### config.mk
export PLATFORM = sky130hd
export DESIGN_NAME = imc_mode_ctrl
export DESIGN_NICKNAME = d
export VERILOG_FILES = /design/src/imc_addr_match.v /design/src/imc_mode_ctrl.v
export VERILOG_INCLUDE_DIRS = /design/src /design/src/src
export SDC_FILE = /design/constraint.sdc
export NUM_CORES = 1
export LEC_CHECK = 0
export ABC_CLOCK_PERIOD_IN_PS = 2200
export BUFFER_PORTS_ARGS = -buffer_cell sky130_fd_sc_hd__buf_2
export CORE_MARGIN = 5
export CORE_UTILIZATION = 48
export CTS_BUF_LIST = sky130_fd_sc_hd__clkbuf_16
export DETAILED_ROUTE_END_ITERATION = 12
export GPL_TIMING_DRIVEN = 0
export PLACE_DENSITY = 0.86
export SYNTH_ARGS = -nofsm -noshare
export SYNTH_HDL_FRONTEND = slang
export SYNTH_SLANG_ARGS = --single-unit
### constraint.sdc
create_clock -name clk -period 2.2 [get_ports clk]
set_input_delay 0.22 -clock clk [delete_from_list [all_inputs] [get_ports clk]]
set_output_delay 0.22 -clock clk [all_outputs]
set_load 0.005 [all_outputs]
### src/imc_map.vh
// constants for the two-wire controller mode-control block
// assumes inclusion by bare name from src/
`ifndef IMC_MAP_VH
`define IMC_MAP_VH
`define IMC_OFF_MODE 12'h000
`define IMC_OFF_ENABLE 12'h06c
`define IMC_OFF_SAR 12'h008
`define IMC_OFF_RIS 12'h034
`define IMC_OFF_MASK 12'h030
`define IMC_OFF_STATUS 12'h070
`define IMC_BIT_SLV_OFF 6
`define IMC_BIT_RESTART 5
`define IMC_BIT_MWIDE 4
`define IMC_BIT_SWIDE 3
`define IMC_BIT_CFG_HI 2
`define IMC_BIT_CFG_LO 1
`define IMC_BIT_MASTER 0
`define IMC_MODE_RESET 7'h3b
`define IMC_MODE_MASK 32'h0000007f
`define IMC_SAR_RESET 10'h055
`define IMC_CFG_VALUE 2'h1
`define IMC_RIS_TRANSMIT_ABORT 6
`define IMC_RIS_SLV_HIT 2
`define IMC_RIS_SPLIT 1
`define IMC_RIS_RESET 8'h00
`define IMC_MASK_RESET 8'hff
`endif

### src/imc_addr_match.v
// slave address comparator for 7-bit and 10-bit own addresses
// assumes the bus engine hands in a decoded address with its width flag
`timescale 1ns/1ns
`default_nettype none
module imc_addr_match (
    input wire [9:0] own_slave_address,
    input wire slave_wide_address,
    input wire [9:0] rx_addr,
    input wire rx_addr_wide,
    output reg hit
);
    always @* begin
        if (slave_wide_address) begin
            hit = rx_addr_wide && (rx_addr == own_slave_address); // [RL9]
        end else begin
            hit = !rx_addr_wide &&
                (rx_addr[6:0] == own_slave_address[6:0]); // [RL8]
        end
    end
endmodule // imc_addr_match
`default_nettype wire

### src/imc_mode_ctrl.v
// mode-control register of the two-wire controller, with its gating logic
// assumes a bit-level engine that presents master requests and slave
// addresses as one-cycle pulses and obeys the grant/split outputs
// How it works
// RL1: mode and own-address writes are taken only while the enable is clear.
// RL2: with slave-off set the slave role is dropped and no address is acked.
// RL3: the restart-allow bit resets to one and permits repeated starts.
// RL4: with restarts forbidden the restart-dependent master ops are refused.
// RL5: a refused op sets the transmit-abort bit 6 of raw_irq_status.
// RL6: with restarts forbidden a split becomes a stop followed by a start.
// RL7: master_wide_address picks the 7 or 10-bit format sent as master.
// RL8: in 7-bit slave mode only the low 7 own-address bits are compared.
// RL9: in 10-bit slave mode all 10 own-address bits are compared.
// RL10: software writes 01 to bits 2:1 and they reset to 01.
// RL11: the master bit enables the master role independently of the slave.
// RL12: chip reset returns every register to its default.
// RL13: software uses aligned 32-bit accesses only.
// RL14: bits 31:7 of the mode word read zero and ignore writes.
//
// The strobed register port was chosen for this implementation.
`timescale 1ns/1ns
`default_nettype none
`include "imc_map.vh"
module imc_mode_ctrl #(
    parameter ADDR_W = 12
) (
    input wire clk,
    input wire reset,
    input wire [ADDR_W-1:0] reg_addr,
    input wire [31:0] reg_wdata,
    input wire reg_wr,
    input wire reg_rd,
    output reg [31:0] reg_rdata,
    input wire mst_req,
    input wire mst_dir_change,
    input wire mst_start_byte,
    input wire mst_combined,
    input wire mst_read,
    input wire mst_multi_byte,
    input wire bus_busy,
    input wire slv_addr_valid,
    input wire [9:0] slv_addr,
    input wire slv_addr_wide,
    output reg mst_grant,
    output reg mst_abort,
    output reg mst_split_stop_start,
    output reg mst_wide_out,
    output reg master_on,
    output reg slave_on,
    output reg slave_ack,
    output reg irq
);
    reg [6:0] mode_q;
    reg [6:0] mode_d;
    reg enable_q;
    reg [9:0] sar_q;
    reg [7:0] ris_q;
    reg [7:0] ris_d;
    reg [7:0] mask_q;
    reg [31:0] rdata_d;
    wire hit;
    wire forbidden;
    wire restart_ok;
    wire needs_split;
    wire wr_mode;
    wire wr_sar;
    wire [7:0] events;

    // aligned word decode; low two address bits are ignored [RL13]
    function is_reg;
        input [ADDR_W-1:0] a;
        input [11:0] off;
        begin
            is_reg = (a[11:2] == off[11:2]);
        end
    endfunction

    assign restart_ok = mode_q[`IMC_BIT_RESTART]; // [RL3]
    // 10-bit read needs a restart only when master sends 10-bit format
    assign forbidden = !restart_ok && (mst_start_byte || mst_combined ||
        mst_multi_byte ||
        (mst_read && mode_q[`IMC_BIT_MWIDE])); // [RL4]
    // a direction change is legal as separate transfers, not refused
    assign needs_split = !restart_ok && mst_dir_change; // [RL6]
    // config may only change while the controller is disabled
    assign wr_mode = reg_wr && !enable_q &&
        is_reg(reg_addr, `IMC_OFF_MODE); // [RL1]
    assign wr_sar = reg_wr && !enable_q && is_reg(reg_addr, `IMC_OFF_SAR);

    imc_addr_match u_match (
        .own_slave_address(sar_q),
        .slave_wide_address(mode_q[`IMC_BIT_SWIDE]),
        .rx_addr(slv_addr),
        .rx_addr_wide(slv_addr_wide),
        .hit(hit)
    );

    always @* begin
        mode_d = mode_q;
        if (wr_mode) begin
            mode_d = reg_wdata[6:0]; // [RL14]
        end
    end

    assign events = {1'b0,
        (mst_req && forbidden && mode_q[`IMC_BIT_MASTER]), // [RL5]
        3'h0,
        (slv_addr_valid && slave_on && hit),
        (mst_req && needs_split && !forbidden && mode_q[`IMC_BIT_MASTER]),
        1'b0};

    always @* begin
        ris_d = ris_q;
        if (reg_wr && is_reg(reg_addr, `IMC_OFF_RIS)) begin
            ris_d = ris_d & ~reg_wdata[7:0];
        end
        // a new event wins over a simultaneous clear
        ris_d = ris_d | events;
    end

    always @* begin
        rdata_d = 32'h00000000;
        if (is_reg(reg_addr, `IMC_OFF_MODE)) begin
            rdata_d = {25'h0000000, mode_q}; // [RL14]
        end else if (is_reg(reg_addr, `IMC_OFF_ENABLE)) begin
            rdata_d = {31'h00000000, enable_q};
        end else if (is_reg(reg_addr, `IMC_OFF_SAR)) begin
            rdata_d = {22'h000000, sar_q};
        end else if (is_reg(reg_addr, `IMC_OFF_RIS)) begin
            rdata_d = {24'h000000, ris_q};
        end else if (is_reg(reg_addr, `IMC_OFF_MASK)) begin
            rdata_d = {24'h000000, mask_q};
        end else if (is_reg(reg_addr, `IMC_OFF_STATUS)) begin
            rdata_d = {29'h00000000, bus_busy, slave_on, master_on};
        end
    end

    always @(posedge clk) begin
        if (reset) begin
            mode_q <= `IMC_MODE_RESET; // [RL12] [RL10]
            enable_q <= 1'b0;
            sar_q <= `IMC_SAR_RESET;
            ris_q <= `IMC_RIS_RESET;
            mask_q <= `IMC_MASK_RESET;
            reg_rdata <= 32'h00000000;
            mst_grant <= 1'b0;
            mst_abort <= 1'b0;
            mst_split_stop_start <= 1'b0;
            mst_wide_out <= 1'b1;
            master_on <= 1'b0;
            slave_on <= 1'b0;
            slave_ack <= 1'b0;
            irq <= 1'b0;
        end else begin
            mode_q <= mode_d;
            ris_q <= ris_d;
            if (reg_wr && is_reg(reg_addr, `IMC_OFF_ENABLE)) begin
                enable_q <= reg_wdata[0];
            end
            if (wr_sar) begin
                sar_q <= reg_wdata[9:0];
            end
            if (reg_wr && is_reg(reg_addr, `IMC_OFF_MASK)) begin
                mask_q <= reg_wdata[7:0];
            end
            // read data only in the cycle after the strobe
            reg_rdata <= reg_rd ? rdata_d : 32'h00000000;
            master_on <= enable_q && mode_q[`IMC_BIT_MASTER]; // [RL11]
            slave_on <= enable_q && !mode_q[`IMC_BIT_SLV_OFF]; // [RL2]
            mst_wide_out <= mode_q[`IMC_BIT_MWIDE]; // [RL7]
            mst_grant <= mst_req && master_on && !forbidden;
            mst_abort <= mst_req && master_on && forbidden; // [RL4]
            mst_split_stop_start <= mst_req && master_on && !forbidden &&
                needs_split; // [RL6]
            slave_ack <= slv_addr_valid && slave_on && hit; // [RL2]
            irq <= |(ris_d & mask_q);
        end
    end
endmodule // imc_mode_ctrl
`default_nettype wire

==> results.json <==
{
  "status": "complete, no violations",
  "synth-seq-area-share_pct": 40.2,
  "cts_hold_buf": 0,
  "drc": 0,
  "clk_latency_ps": 290,
  "cp_max_fo": 10,
  "synthCells": 278,
  "async_reset_ff_share_pct": 0,
  "hold_viol": 0,
  "synth-seq-cells": 52,
  "finalCriticalPeriod_ps": 2160,
  "rr_startpoint": "enable_q",
  "vias": 2486,
  "max_freq_ghz": 0.464,
  "detail_route.wl_per_cell_um": 16.8,
  "placed_area_mm2": 0.00306,
  "drv_cap": 0,
  "synthXorXnorAreaFrac_pct": 3.38,
  "drt-total-wl_um": 7340,
  "synth_top_family_by_area": "simple AND/OR/NAND/NOR gates",
  "cts_tree": "yes",
  "path_class": "primary input to register",
  "crit_arrival_ps": 2320,
  "postLayoutCoreUtil_pct": 62.5,
  "clock-sinks": 52,
  "port_buffers": 60,
  "synthMuxAreaShare_pct": 0.386,
  "grt_usage_pct": 21.1,
  "ir_worst_vdd_uv": 310,
  "ys.flop_type": "dfxtp_1",
  "synth_edf_count": 0,
  "min_period_over_period_pct": 98.0,
  "drt-initial-drc-count": 276,
  "finalInstanceArea_mm2": 0.00323,
  "synth-compound-area-share_pct": 19.5,
  "synth_top_area_share_pct": 40.2,
  "cts.path.max_buffers": 2,
  "die_h_um": 83.5,
  "clkTransAtPathRegs_ps": 60,
  "crit_path_end": "sar_q[6]",
  "cp-start-kind": "primary input",
  "ctsHtreeMaxLevel": 2,
  "grt_pass1_vias": 2402,
  "worstPathRequired_ps": 2360,
  "syn-cell-area_mm2": 0.00259,
  "synth_fa_ha_area_share_pct": 0,
  "hold_class": "primary input to register",
  "synth_warnings": 0,
  "diodes": 0,
  "synthTopCellsByArea": "dfxtp_1 (40%), buf_4 (6.7%), a211o_1 (5.4%)",
  "critPathCaptureType": "register",
  "grt_pass1_wl_um": 12000,
  "row_count": 26,
  "setup_violations": 0,
  "setup_tns_ps": 0,
  "synth_top_area_cell": "dfxtp_1",
  "r2r_setup_slack_ps": 190,
  "slew_headroom_pct": 37.4,
  "pin_count": 107,
  "avgViaCountPerCell": 5.69,
  "dp_hpwl_um": 5390,
  "initial_core_util_pct": 50.1,
  "rsz0062_at_grt": "no",
  "root_buffer": "clkbuf_16",
  "fin_skew_ps": 7.76,
  "antenna_left": 0,
  "rr_worst_depth": 4,
  "leakage_nw": 1.34,
  "firstDrtPassIters": 5,
  "place_congestion": 0.966,
  "cts_buffers": 5,
  "grt_max_degree": 16,
  "area_growth_pct": 24.8,
  "fin_nets": 433,
  "coreArea_mm2": 0.00517,
  "die_area_mm2": 0.00696,
  "drive_gt1_share_pct": 30.5,
  "synth_area_per_cell_um2": 9.32,
  "crit_start": "reg_addr[6]",
  "synth_simple_gate_area_share_pct": 26.2,
  "die_x_um": 83.5,
  "reg2reg_to": "sar_q[2]",
  "tightest_slew_ps": 937,
  "antenna_found_initial": 0,
  "slew_viol_final": 0,
  "synth_cell_types": 50,
  "powerDensity_mw_per_mm2": 608,
  "overflow": 0
}
==> cell usage in the layout, fill, tap and decap left out, types with 3 or more instances in the layout <==
| cell type | count |
|---|---|
| xnor2_1 | 10 |
| nand4_1 | 4 |
| clkbuf_16 | 5 |
| conb_1 | 22 |
| a31oi_1 | 7 |
| nand3_1 | 14 |
| inv_1 | 8 |
| a221oi_1 | 3 |
| a22oi_1 | 8 |
| and4b_1 | 5 |
| a221o_1 | 4 |
| and3b_1 | 4 |
| clkbuf_1 | 5 |
| dfxtp_1 | 52 |
| and3_1 | 7 |
| a211o_1 | 16 |
| a21oi_1 | 17 |
| nor4_4 | 4 |
| nor2b_1 | 12 |
| nor2_1 | 9 |
| buf_2 | 63 |
| nand2_1 | 23 |
| buf_4 | 23 |
| nor3_1 | 3 |
==> cell type report <==
class / count / area [um2]
fill: 446 / 1940
multi-input combinational: 205 / 1380
sequential: 52 / 1040
timing repair buffer: 60 / 300
buffer: 35 / 238
clock buffer: 5 / 125
tap: 70 / 87.6
clock inverter: 3 / 38.8
inverter: 7 / 26.3
==> synth_stat cells (4+ instances only) <==
cell type	count
buf_4	23
dfxtp_1	52
a22oi_1	8
inv_1	7
nor2b_1	12
a221o_1	4
and3_1	7
nand3_1	14
a211o_1	16
clkbuf_1	6
nand4_1	4
nor2_1	9
a21oi_1	17
and4b_1	5
a31oi_1	7
and3b_1	4
nand2_1	23
xnor2_1	10
==> per-layer routing <==
metal,GRT usage [%],vias up,routed length [um]
met5,0,-,0
met4,8.77,0,280
met3,4.74,33,690
met2,34.5,146,3500
met1,26.6,1146,2870
li1,-,1161,-
==> cells by family (layout without fill, tap and decap cells) <==
| logic type | Yosys count | count (layout) |
|---|---|---|
| buffers and inverters | 42 | 110 |
| other | 1 | 22 |
| xor gates and xnor gates | 10 | 10 |
| AOI/OAI and AO/OA | 67 | 67 |
| muxes | 1 | 1 |
| and+or+nand+nor | 105 | 105 |
| DFF | 52 | 52 |
==> sequential cells by signal, indices dropped and copies added, names as in the netlist <==
name and flops:
slave_on 1, mst_wide_out 1, mst_grant 1, ris_q 8, sar_q 10, slave_ack 1, mode_q 7, enable_q 1
reg_rdata 10, irq 1, master_on 1, mst_abort 1, mst_split_stop_start 1, mask_q 8
==> critical path, cell delays in order <==
cell and delay, ps:
buf_2 140, or4b_2 720, nor4_4 350, buf_2 320
nand2_2 190, a211o_1 380
==> how the worst min path moves through the flow <==
stage,to,from,slack [ps],cells after the start
global route,mask_q[4],reg_wdata[4],200,2
detailed placement,slave_on,mode_q[6],440,1
finish,mask_q[4],reg_wdata[4],180,2
floorplan,mask_q[0],reg_wdata[0],340,1
CTS,mask_q[4],reg_wdata[4],180,2
global placement,ris_q[7],ris_q[7],440,2
==> where the power goes <==
part,total [mW],switching (mW),leakage (nW),internal [mW]
Clock,0.854,0.324,0.0850,0.530
Combinational,0.170,0.0950,0.835,0.0750
Sequential,0.942,0.000307,0.419,0.941
==> repair_timing <==
action | CTS | global route
resized for setup | 1 | 3
buffers inserted | 0 | 0
hold endpoints to repair | 0 | 0
setup endpoints to repair | 4 | 4
cloned | 0 | 0
==> through the flow <==
| step | instances | setup WS [ps] | hold slack (ps) | total power, mW |
|---|---|---|---|---|
| after floorplan | 299 | 191 | 338 | 1.05 |
| after global placement | 429 | -313 | 437 | 1.12 |
| after detailed placement | 429 | -329 | 444 | 1.13 |
| after CTS | 437 | 29.6 | 178 | 1.96 |
| after global routing | 437 | 2.18 | 195 | 2.02 |
| final | 437 | 43.3 | 178 | 1.97 |
Power figures use the tool's default switching activity.
